**config.mk**
```make
export PLATFORM = sky130hd
export DESIGN_NAME = eps_energy_pulse_output_shaper
export DESIGN_NICKNAME = d
export VERILOG_FILES = /design/src/common/eps_pkg.sv /design/src/core/eps_pulse_stretch.sv /design/src/core/eps_energy_pulse_output_shaper.sv
export SDC_FILE = /design/constraint.sdc
export NUM_CORES = 1
export LEC_CHECK = 0
export BUFFER_PORTS_ARGS = -buffer_cell sky130_fd_sc_hd__buf_2
export CORE_MARGIN = 4
export CORE_UTILIZATION = 55
export DETAILED_ROUTE_END_ITERATION = 12
export GPL_ROUTABILITY_DRIVEN = 0
export PLACE_DENSITY = 0.84
export REMOVE_ABC_BUFFERS = 1
export SLEW_MARGIN = 5
export SYNTH_ARGS = -nofsm -noshare
export SYNTH_HDL_FRONTEND = slang
export SYNTH_SLANG_ARGS = --single-unit
```
**constraint.sdc**
```tcl
create_clock -name clk -period 8.2 [get_ports clk]
set_input_delay 0.41 -clock clk [delete_from_list [all_inputs] [get_ports clk]]
set_output_delay 0.41 -clock clk [all_outputs]
set_load 0.05 [all_outputs]
```
**src/common/eps_pkg.sv**
```systemverilog
package eps_pkg;

  // Clocking: system clock and nominal internal oscillator
  localparam int          CLK_HZ        = 20_000_000;
  localparam int          OSC_HZ        = 450_000;
  localparam int          PH_W          = 25;
  localparam int          MS_PER_S      = 1_000;
  localparam longint      NS_PER_S      = 1_000_000_000;

  // Pulse timing in printed units
  localparam int          T_LR_THRESH_MS = 1062;
  localparam int          T_CF_WIDTH_MS  = 173;
  localparam int          T_CF_THRESH_MS = 346;
  localparam int          T_HF_WIDTH_NS  = 35_000;

  // Pulse timing in clock cycles (longest times round down, least round up)
  localparam longint LR_THRESH_CYC_DEF = (longint'(T_LR_THRESH_MS) * CLK_HZ) / MS_PER_S;
  localparam longint LR_WIDTH_CYC_DEF  = LR_THRESH_CYC_DEF / 2;
  localparam longint CF_WIDTH_CYC_DEF  = (longint'(T_CF_WIDTH_MS) * CLK_HZ) / MS_PER_S;
  localparam longint CF_THRESH_CYC_DEF = (longint'(T_CF_THRESH_MS) * CLK_HZ) / MS_PER_S;
  localparam longint HF_WIDTH_CYC      =
    (longint'(T_HF_WIDTH_NS) * CLK_HZ + NS_PER_S - 1) / NS_PER_S;

  // Power path and frequency scaling
  localparam int          POW_W         = 16;
  localparam int          POW_FS_EXP    = 15;
  localparam int          BASE_DIV_MAX  = 19;
  localparam int          ACC_W         = 40;
  localparam int          NOLOAD_PPM    = 14;
  localparam int          PPM_DEN       = 1_000_000;
  localparam int          NOLOAD_MIN    =
    ((1 << POW_FS_EXP) * NOLOAD_PPM + PPM_DEN - 1) / PPM_DEN;

  // Strap code {calib_scale_sel, rate_sel_hi, rate_sel_lo}
  localparam logic [2:0]  CODE_HF       = 3'h3;

  // Register map (byte addresses)
  localparam logic [7:0]  REG_CTRL      = 8'h00;
  localparam logic [7:0]  REG_STATUS    = 8'h04;
  localparam logic [7:0]  REG_IRQ_STAT  = 8'h08;
  localparam logic [7:0]  REG_IRQ_MASK  = 8'h0C;
  localparam logic [7:0]  REG_EQ_COUNT  = 8'h10;

  // Field positions
  localparam int          CTRL_EN_BIT   = 0;
  localparam logic        CTRL_EN_RST   = 1'b1;
  localparam int          ST_CODE_LSB   = 0;
  localparam int          ST_REV_BIT    = 3;
  localparam int          ST_SIDE_BIT   = 4;
  localparam int          ST_LOAD_BIT   = 5;
  localparam int          IRQ_W         = 3;
  localparam int          IRQ_CF_BIT    = 0;
  localparam int          IRQ_EQ_BIT    = 1;
  localparam int          IRQ_REV_BIT   = 2;

  // Log2 of the calibration-to-low-rate multiplier for a strap code
  function automatic logic [3:0] eps_calib_shift(input logic [2:0] code);
    case (code)
      3'h4:    eps_calib_shift = 4'h7;
      3'h0:    eps_calib_shift = 4'h6;
      3'h5:    eps_calib_shift = 4'h6;
      3'h1:    eps_calib_shift = 4'h5;
      3'h6:    eps_calib_shift = 4'h5;
      3'h2:    eps_calib_shift = 4'h4;
      3'h7:    eps_calib_shift = 4'h4;
      default: eps_calib_shift = 4'hB;
    endcase
  endfunction

endpackage

```
**src/core/eps_pulse_stretch.sv**
```systemverilog
`timescale 1ns/100ps
`default_nettype none
module eps_pulse_stretch
  import eps_pkg::*;
#(
  parameter int CNT_W = 26
)(
  // Clock and reset
  input  wire logic             clk,
  input  wire logic             sys_rst,
  // Pulse request and width settings
  input  wire logic             fire,
  input  wire logic [CNT_W-1:0] width_fixed,
  input  wire logic [CNT_W-1:0] period_thresh,
  input  wire logic             short_en,
  input  wire logic [CNT_W-1:0] width_short,
  // Shaped pulse, active high
  output logic                  active_q
);

  logic [CNT_W-1:0] per_q;
  logic [CNT_W-1:0] wid_q;
  logic [CNT_W-1:0] wid_d;
  logic [CNT_W-1:0] half_per;

  assign half_per = per_q >> 1;

  // Width chosen at the fire edge from the interval just ended
  always_comb
  begin
    if (short_en)
      wid_d = width_short;
    else if ((per_q < period_thresh) && (half_per != '0))
      wid_d = half_per;
    else
      wid_d = width_fixed;
  end

  // Interval since the previous request, saturating so the first pulse is full width
  always_ff @(posedge clk)
  begin
    if (sys_rst)
      per_q <= '1;
    else if (fire)
      per_q <= CNT_W'(1);
    else if (per_q != '1)
      per_q <= per_q + CNT_W'(1);
  end

  // Width down-counter; a new request restarts the pulse
  always_ff @(posedge clk)
  begin
    if (sys_rst)
    begin
      wid_q    <= '0;
      active_q <= 1'b0;
    end
    else if (fire)
    begin
      wid_q    <= wid_d - CNT_W'(1);
      active_q <= 1'b1;
    end
    else if (wid_q != '0)
      wid_q <= wid_q - CNT_W'(1);
    else
      active_q <= 1'b0;
  end

  // Helper: length of the pulse now running and the width it was given
  logic [CNT_W-1:0] run_q;
  logic [CNT_W-1:0] want_q;
  always_ff @(posedge clk)
  begin
    if (sys_rst)
    begin
      run_q  <= '0;
      want_q <= '0;
    end
    else if (fire)
    begin
      run_q  <= CNT_W'(1);
      want_q <= wid_d;
    end
    else if (active_q)
      run_q <= run_q + CNT_W'(1);
  end

  AST_WIDTH_EXACT: assert property (@(posedge clk) disable iff (sys_rst)
    ($fell(active_q) && !$past(fire)) |-> ($past(run_q) == $past(want_q)))
    else $error("pulse width differs from the width chosen at fire");

  AST_HALF_PERIOD: assert property (@(posedge clk) disable iff (sys_rst)
    (fire && !short_en && (per_q < period_thresh) && ((per_q >> 1) != '0))
      |=> (want_q == ($past(per_q) >> 1)))
    else $error("short period did not give a half-period width");

  AST_SHORT_WIDTH: assert property (@(posedge clk) disable iff (sys_rst)
    (fire && short_en) |=> (active_q && (want_q == $past(width_short))))
    else $error("high-frequency width not applied");

endmodule
`default_nettype wire

```
**src/core/eps_energy_pulse_output_shaper.sv**
```systemverilog
`timescale 1ns/100ps
`default_nettype none
module eps_energy_pulse_output_shaper
  import eps_pkg::*;
#(
  parameter int CNT_W         = 26,
  parameter int LR_THRESH_CYC = int'(LR_THRESH_CYC_DEF),
  parameter int LR_WIDTH_CYC  = int'(LR_WIDTH_CYC_DEF),
  parameter int CF_THRESH_CYC = int'(CF_THRESH_CYC_DEF),
  parameter int CF_WIDTH_CYC  = int'(CF_WIDTH_CYC_DEF)
)(
  // Clock and reset
  input  wire logic                    clk,
  input  wire logic                    sys_rst,
  // Filtered real power from the multiplier, same clock
  input  wire logic signed [POW_W-1:0] power_val,
  // Strap pins
  input  wire logic                    rate_sel_lo,
  input  wire logic                    rate_sel_hi,
  input  wire logic                    calib_scale_sel,
  // Pulse outputs
  output logic                         energy_pulse_a_n,
  output logic                         energy_pulse_b_n,
  output logic                         calib_pulse,
  output logic                         reverse_power_flag,
  // Wishbone slave
  input  wire logic [7:0]              wb_adr_i,
  input  wire logic [31:0]             wb_dat_i,
  input  wire logic [3:0]              wb_sel_i,
  input  wire logic                    wb_we_i,
  input  wire logic                    wb_cyc_i,
  input  wire logic                    wb_stb_i,
  output logic [31:0]                  wb_dat_o,
  output logic                         wb_ack_o,
  // Interrupt
  output logic                         irq
);

  // Straps come from pins: two flip-flops before use
  logic [2:0] strap_meta_q;
  logic [2:0] code_q;
  always_ff @(posedge clk)
  begin
    if (sys_rst)
    begin
      strap_meta_q <= '0;
      code_q       <= '0;
    end
    else
    begin
      strap_meta_q <= {calib_scale_sel, rate_sel_hi, rate_sel_lo};
      code_q       <= strap_meta_q;
    end
  end

  logic       hf_mode;
  logic [3:0] cal_shift;
  assign hf_mode   = (code_q == CODE_HF);
  assign cal_shift = eps_calib_shift(code_q);

  // Oscillator tick: fractional divider so every rate tracks the nominal oscillator
  logic [PH_W-1:0] phase_q;
  logic [PH_W-1:0] phase_sum;
  logic            osc_tick;
  assign phase_sum = phase_q + PH_W'(OSC_HZ);
  assign osc_tick  = (phase_sum >= PH_W'(CLK_HZ));
  always_ff @(posedge clk)
  begin
    if (sys_rst)
      phase_q <= '0;
    else if (osc_tick)
      phase_q <= phase_sum - PH_W'(CLK_HZ);
    else
      phase_q <= phase_sum;
  end

  // Control register bits
  logic ctrl_en_q;

  // Magnitude and sign of power; negative means phase beyond a right angle
  logic [POW_W-1:0] pow_mag;
  logic             pow_neg;
  logic             above_min;
  assign pow_neg   = power_val[POW_W-1];
  assign pow_mag   = pow_neg ? POW_W'(-power_val) : POW_W'(power_val);
  assign above_min = (pow_mag >= POW_W'(NOLOAD_MIN));

  // Calibration quantum: base-rate division times multiplier, as one shift
  logic [5:0]       q_exp;
  logic [ACC_W-1:0] quantum;
  assign q_exp   = 6'(POW_FS_EXP + BASE_DIV_MAX) - 6'({code_q[1:0]}) - 6'(cal_shift);
  assign quantum = ACC_W'(1) << q_exp;

  // Energy accumulator; below the no-load minimum nothing accumulates
  logic [ACC_W-1:0] acc_q;
  logic [ACC_W-1:0] acc_sum;
  logic             acc_go;
  logic             cf_hit;
  assign acc_go  = osc_tick && ctrl_en_q && above_min;
  assign acc_sum = acc_q + ACC_W'(pow_mag);
  assign cf_hit  = acc_go && (acc_sum >= quantum);
  always_ff @(posedge clk)
  begin
    if (sys_rst)
      acc_q <= '0;
    else if (cf_hit)
      acc_q <= acc_sum - quantum;
    else if (acc_go)
      acc_q <= acc_sum;
  end

  // Calibration pulses per low-rate quantum
  logic [11:0] cf_cnt_q;
  logic [11:0] cf_last;
  logic        eq_hit;
  assign cf_last = 12'((13'h1 << cal_shift) - 13'h1);
  assign eq_hit  = cf_hit && (cf_cnt_q >= cf_last);
  always_ff @(posedge clk)
  begin
    if (sys_rst)
      cf_cnt_q <= '0;
    else if (eq_hit)
      cf_cnt_q <= '0;
    else if (cf_hit)
      cf_cnt_q <= cf_cnt_q + 12'h001;
  end

  // Side selector: flips per quantum so the outputs alternate
  logic side_q;
  always_ff @(posedge clk)
  begin
    if (sys_rst)
      side_q <= 1'b0;
    else if (eq_hit)
      side_q <= ~side_q;
  end

  // Reverse flag only moves with a calibration pulse
  logic rev_q;
  always_ff @(posedge clk)
  begin
    if (sys_rst)
      rev_q <= 1'b0;
    else if (cf_hit)
      rev_q <= pow_neg;
  end
  assign reverse_power_flag = rev_q;

  // Pulse shaping: one stretcher shared by both low-rate outputs, one for calibration
  logic lr_active;
  logic cf_active;
  eps_pulse_stretch #(.CNT_W(CNT_W)) u_lr_stretch (
    .clk           (clk),
    .sys_rst       (sys_rst),
    .fire          (eq_hit),
    .width_fixed   (CNT_W'(LR_WIDTH_CYC)),
    .period_thresh (CNT_W'(LR_THRESH_CYC)),
    .short_en      (1'b0),
    .width_short   ('0),
    .active_q      (lr_active)
  );
  eps_pulse_stretch #(.CNT_W(CNT_W)) u_cf_stretch (
    .clk           (clk),
    .sys_rst       (sys_rst),
    .fire          (cf_hit),
    .width_fixed   (CNT_W'(CF_WIDTH_CYC)),
    .period_thresh (CNT_W'(CF_THRESH_CYC)),
    .short_en      (hf_mode),
    .width_short   (CNT_W'(HF_WIDTH_CYC)),
    .active_q      (cf_active)
  );

  // Output flops; low-rate pins idle high and pull low per quantum
  logic ep_a_q;
  logic ep_b_q;
  logic cf_q;
  always_ff @(posedge clk)
  begin
    if (sys_rst)
    begin
      ep_a_q <= 1'b1;
      ep_b_q <= 1'b1;
      cf_q   <= 1'b0;
    end
    else
    begin
      ep_a_q <= ~(lr_active & side_q);
      ep_b_q <= ~(lr_active & ~side_q);
      cf_q   <= cf_active;
    end
  end
  assign energy_pulse_a_n = ep_a_q;
  assign energy_pulse_b_n = ep_b_q;
  assign calib_pulse      = cf_q;

  // Count of issued energy quanta for software
  logic [31:0] eq_count_q;
  always_ff @(posedge clk)
  begin
    if (sys_rst)
      eq_count_q <= '0;
    else if (eq_hit)
      eq_count_q <= eq_count_q + 32'h00000001;
  end

  // Wishbone: registered ack one cycle after the request, ack drops the cycle after it rises
  logic wb_req;
  logic wb_wr;
  assign wb_req = wb_cyc_i && wb_stb_i && !wb_ack_o;
  assign wb_wr  = wb_req && wb_we_i && wb_sel_i[0];
  always_ff @(posedge clk)
  begin
    if (sys_rst)
      wb_ack_o <= 1'b0;
    else
      wb_ack_o <= wb_req;
  end

  // Control register; enable gates the accumulator
  always_ff @(posedge clk)
  begin
    if (sys_rst)
      ctrl_en_q <= CTRL_EN_RST;
    else if (wb_wr && (wb_adr_i == REG_CTRL))
      ctrl_en_q <= wb_dat_i[CTRL_EN_BIT];
  end

  // Interrupt status: sticky, write one to clear, a new event beats the clear
  logic [IRQ_W-1:0] irq_stat_q;
  logic [IRQ_W-1:0] irq_mask_q;
  logic [IRQ_W-1:0] irq_set;
  logic [IRQ_W-1:0] irq_clr;
  always_comb
  begin
    irq_set              = '0;
    irq_set[IRQ_CF_BIT]  = cf_hit;
    irq_set[IRQ_EQ_BIT]  = eq_hit;
    irq_set[IRQ_REV_BIT] = cf_hit && (pow_neg != rev_q);
  end
  assign irq_clr = (wb_wr && (wb_adr_i == REG_IRQ_STAT)) ? wb_dat_i[IRQ_W-1:0] : '0;
  always_ff @(posedge clk)
  begin
    if (sys_rst)
      irq_stat_q <= '0;
    else
      irq_stat_q <= (irq_stat_q & ~irq_clr) | irq_set;
  end

  // Mask register, same layout as status
  always_ff @(posedge clk)
  begin
    if (sys_rst)
      irq_mask_q <= '0;
    else if (wb_wr && (wb_adr_i == REG_IRQ_MASK))
      irq_mask_q <= wb_dat_i[IRQ_W-1:0];
  end

  // Registered so the level never glitches on a clear
  always_ff @(posedge clk)
  begin
    if (sys_rst)
      irq <= 1'b0;
    else
      irq <= |(((irq_stat_q & ~irq_clr) | irq_set) & irq_mask_q);
  end

  // Read data captured with the ack; unmapped offsets read zero
  always_ff @(posedge clk)
  begin
    if (sys_rst)
      wb_dat_o <= '0;
    else if (wb_req)
    begin
      wb_dat_o <= '0;
      case (wb_adr_i)
        REG_CTRL:
          wb_dat_o[CTRL_EN_BIT] <= ctrl_en_q;
        REG_STATUS:
        begin
          wb_dat_o[ST_CODE_LSB +: 3] <= code_q;
          wb_dat_o[ST_REV_BIT]       <= rev_q;
          wb_dat_o[ST_SIDE_BIT]      <= side_q;
          wb_dat_o[ST_LOAD_BIT]      <= above_min;
        end
        REG_IRQ_STAT:
          wb_dat_o[IRQ_W-1:0] <= irq_stat_q;
        REG_IRQ_MASK:
          wb_dat_o[IRQ_W-1:0] <= irq_mask_q;
        REG_EQ_COUNT:
          wb_dat_o <= eq_count_q;
        default:
          wb_dat_o <= '0;
      endcase
    end
  end

  // Checks next to the logic they guard
  AST_STRAP_PATH: assert property (@(posedge clk) disable iff (sys_rst)
    ##2 (code_q == $past({calib_scale_sel, rate_sel_hi, rate_sel_lo}, 2)))
    else $error("strap code not taken through two stages");

  AST_NEVER_BOTH: assert property (@(posedge clk) disable iff (sys_rst)
    !(!energy_pulse_a_n && !energy_pulse_b_n))
    else $error("both low-rate outputs active together");

  AST_ALT_SIDE: assert property (@(posedge clk) disable iff (sys_rst)
    (eq_hit && !side_q) |-> ##2 (!energy_pulse_a_n && energy_pulse_b_n))
    else $error("quantum did not appear on the expected output");

  AST_CREEP_BLOCK: assert property (@(posedge clk) disable iff (sys_rst)
    (!above_min || !ctrl_en_q) |=> ($stable(acc_q) && !$past(cf_hit)))
    else $error("accumulation below the no-load minimum");

  AST_RATIO_64: assert property (@(posedge clk) disable iff (sys_rst)
    (code_q == 3'h5) |-> (cf_last == 12'h03F))
    else $error("wrong calibration multiplier for this strap code");

  AST_QUANTUM_SUB: assert property (@(posedge clk) disable iff (sys_rst)
    cf_hit |=> (acc_q == $past(acc_sum) - $past(quantum)))
    else $error("quantum not removed from the accumulator");

  AST_REV_ONLY_CF: assert property (@(posedge clk) disable iff (sys_rst)
    !cf_hit |=> $stable(reverse_power_flag))
    else $error("reverse flag moved between calibration pulses");

  AST_REV_SIGN: assert property (@(posedge clk) disable iff (sys_rst)
    cf_hit |=> (reverse_power_flag == $past(pow_neg)))
    else $error("reverse flag does not follow the power sign");

  AST_CF_FOLLOWS: assert property (@(posedge clk) disable iff (sys_rst)
    cf_hit |-> ##2 calib_pulse)
    else $error("calibration pulse not issued after a quantum");

  AST_ACK_ONE: assert property (@(posedge clk) disable iff (sys_rst)
    wb_ack_o |=> !wb_ack_o)
    else $error("ack held longer than one cycle");

  COV_EQ_A: cover property (@(posedge clk) disable iff (sys_rst) $fell(energy_pulse_a_n));
  COV_EQ_B: cover property (@(posedge clk) disable iff (sys_rst) $fell(energy_pulse_b_n));
  COV_REV:  cover property (@(posedge clk) disable iff (sys_rst) $rose(reverse_power_flag));
  COV_HF:   cover property (@(posedge clk) disable iff (sys_rst) hf_mode && cf_hit);

endmodule
`default_nettype wire

```
==> run summary <==
outcome: completed
Max transition margin: 22.1%
Die Ht: 191 um
CTS clk-pin slew, worst paths: 60 ps
setup bufs post-CTS: 0
first drt pass iteration count: 6
initial antenna violation count: 3
Yosys warning count: 0
post-synthesis cell type count: 87
clock buffer count from CTS: 29
Vias: 17.9k
R2R depth: 29
# DRC: 0
max_cap viols: 0
gr ovfl total: 0
cell area after synthesis: 18300 um^2
most common flop cell mapped by yosys: dfxtp_1
Core Area: 32700 um^2
Worst VDD drop: 204 uV
initial DRC count: 1661
total global-route track usage: 25.6%
global-route wire length before repair: 80.5 mm
Critical Path End Type: flop
post-route cell area: 20000 um^2
clock sink total: 263
R2R Setup Slk: 500 ps
Core Rows: 66
Area Overhead vs Synth: 9.21%
layout cell share with drive strength beyond 1: 8.33%
IO Port Bufs: 73
largest net degree at the start of global routing: 74
DR vias/cell: 6.22
pwr dens: 243 nW/um^2
worst r2r src: code_q[0]
HPWL Detailed: 34.3 mm
CTS tree: done
Worst setup SP type: primary input
Hold WC Path Type: primary input to flop
number of global-route vias before repair: 17.0k
Placed Area: 19000 um^2
Die ar.: 36300 um^2
Syn Area/Cell: 7.65 um^2
fmax: 130 MHz
per-cell routed wire length: 17.0 um
CP max FO: 9
Post-synth EDFFs: 0
slowest stage delay, CP: 570 ps
Longest Clk Path Bufs: 3
final wirelength: 48.7 mm
critical path class: primary input to flop
Arrival @ worst endpoint: 8140 ps
io pins: 106
TNS Setup: 0 ps
sequential-to-total area share from yosys stat: 28.7%
Crit-path slowest cell: or4_1
commonest cells after routing, fill and taps aside: 287 x nor2_1, 263 x dfxtp_1, 246 x nand2_1
Seq cells post-synth: 263
root buf cell: clkbuf_16
final hold vios: 0
Post-synth ARST share: 0%
Die W: 191 um
Post-DRT Antenna Nets: 0
Skew-Pair Late Insertion Delay: 570 ps
WP data required: 8620 ps
most common cell after layout, fill and taps aside: nor2_1
synthesized instance count: 2397
Tmin final: 7720 ps
Initial Util: 56.1%
leakage: 7.77 nW
htree depth: 1
Worst R2R End: u_lr_stretch.wid_q[22]
fillers: 2848
Final Setup Violations: 0
nets: 2558
Worst Setup SP: power_val[9]
max-slew violations: 0
Slew @ Worst Pin: 1170 ps
crit path capture: u_lr_stretch.wid_q[22]
period utilization: 94.1%
RSZ-0062 raised after global routing: false
Final Skew: 12.8 ps
[per-layer routing]
| metal | wire length, um | track usage (%) | share of wire, % | vias up |
|---|---|---|---|---|
| li1 | - | - | - | 8649 |
| met1 | 21200 | 33.4 | 43 | 8444 |
| met2 | 22900 | 43.9 | 47 | 646 |
| met3 | 2950 | 3.13 | 6.1 | 129 |
| met4 | 1750 | 9.09 | 3.6 | 0 |
| met5 | 0 | 0 | 0 | - |
[cell families after synthesis]
| kind of cell | after synthesis | share of synthesized area, % |
|---|---|---|
| and+or+nand+nor | 1023 | 27.3 |
| AOI/OAI and AO/OA | 549 | 19.9 |
| DFF | 263 | 28.7 |
| xor gates and xnor gates | 244 | 11.7 |
| buffers and inverters | 196 | 4.31 |
| adders and majority gates | 87 | 6.06 |
| muxes | 35 | 2.01 |
[sequential cells by signal, indices dropped and copies added (netlist names), 3 cells and up]
| register | cells |
|---|---|
| eq_count_q | 32 |
| acc_q | 40 |
| u_cf_stretch.per_q | 26 |
| u_lr_stretch.wid_q | 26 |
| irq_stat_q | 3 |
| u_lr_stretch.per_q | 26 |
| phase_q | 21 |
| wb_dat_o | 32 |
| u_cf_stretch.wid_q | 26 |
| strap_meta_q | 3 |
| irq_mask_q | 3 |
| cf_cnt_q | 12 |
| code_q | 3 |
[worst max-delay path, delay by kind of cell]
| kind | cells | cell delay, ps |
|---|---|---|
| AO/OA/AOI/OAI | 5 | 1240 |
| XOR/XNOR | 3 | 460 |
| adder cells (fa/ha/maj) | 3 | 870 |
| buffers and inverters | 4 | 590 |
| multiplexers | 1 | 110 |
| AND/OR/NAND/NOR | 19 | 4430 |
[timing repair]
| item | CTS | global route |
|---|---|---|
| hold buffers | 0 | 0 |
| endpoints found under the setup margin | 0 | 15 |
| gates resized for setup | 0 | 4 |
[synthesized netlist by cell type (7+ instances only)]
library cell | n | area share [%]
nor4_1 | 33 | 1.1
o22ai_1 | 10 | 0.34
or3_1 | 28 | 0.96
a31oi_1 | 24 | 0.82
o21ai_0 | 131 | 3.6
buf_1 | 9 | 0.18
inv_1 | 54 | 1.1
o31ai_1 | 16 | 0.66
a21oi_1 | 120 | 3.3
a31o_2 | 7 | 0.33
nand2b_1 | 24 | 0.82
o21bai_1 | 12 | 0.49
and3_1 | 51 | 1.7
mux2i_1 | 30 | 1.6
o21a_1 | 16 | 0.66
a21o_1 | 24 | 0.98
o211ai_1 | 12 | 0.49
nand3_1 | 106 | 2.9
nor2b_1 | 26 | 0.89
nand4_1 | 37 | 1.3
nand2_1 | 246 | 5.0
a311oi_1 | 21 | 1.0
or2_2 | 8 | 0.27
nor2_1 | 287 | 5.9
xnor2_1 | 139 | 6.6
dfxtp_1 | 263 | 29
xor2_1 | 105 | 5.0
buf_2 | 23 | 0.63
nand3b_1 | 14 | 0.57
and4_1 | 11 | 0.53
clkbuf_1 | 102 | 2.1
o41ai_1 | 7 | 0.33
a21boi_0 | 9 | 0.37
and2_1 | 17 | 0.58
ha_1 | 84 | 5.7
or4_1 | 21 | 0.86
nor3b_1 | 13 | 0.53
a211o_1 | 7 | 0.33
nor3_1 | 81 | 2.2
a22oi_1 | 44 | 1.8
a211oi_1 | 27 | 1.1
[where the power goes]
part           internal [mW]  total, mW  switching, mW
logic                  0.774       1.82           1.04
clock network          0.789       1.35          0.561
registers               1.45       1.69          0.243
[area by class of cell]
class                   count  area [um^2]  share of cell area (%)
multi-input cells        1938        12300                    61.5
flip-flops and latches    263         5270                    26.3
clock buffers              40          847                    4.23
repair buffers            115          683                    3.41
well taps                 442          553                    2.76
inverters                  56          210                    1.05
clock inverters            13          149                   0.744
diodes                      4         10.0                  0.0500
[metrics by stage]
step                      hold slack (ps)  instances  utilization, %  power [mW]  worst slack, ps
after floorplan                       381       2257               -        3.05            -2810
after global placement                393       2814            58.1        3.40              170
after detailed placement              402       2814            58.1        3.47            -67.2
after CTS                            40.8       2867            61.2        4.84              379
after global routing                 51.0       2870            61.2        5.15             20.8
final                                54.3       2871            61.2        4.86              481
[how the worst min path moves through the flow]
stage                                      from  slack [ps]  cells past startpoint                to
after global routing            calib_scale_sel          50                      2   strap_meta_q[2]
after detailed placement  u_lr_stretch.active_q         400                      1  energy_pulse_a_n
final                           calib_scale_sel          50                      2   strap_meta_q[2]
after CTS                       calib_scale_sel          40                      2   strap_meta_q[2]
after floorplan           u_lr_stretch.active_q         380                      1  energy_pulse_a_n
after global placement    u_lr_stretch.active_q         390                      1  energy_pulse_a_n
(Power assumes the default switching activity.)
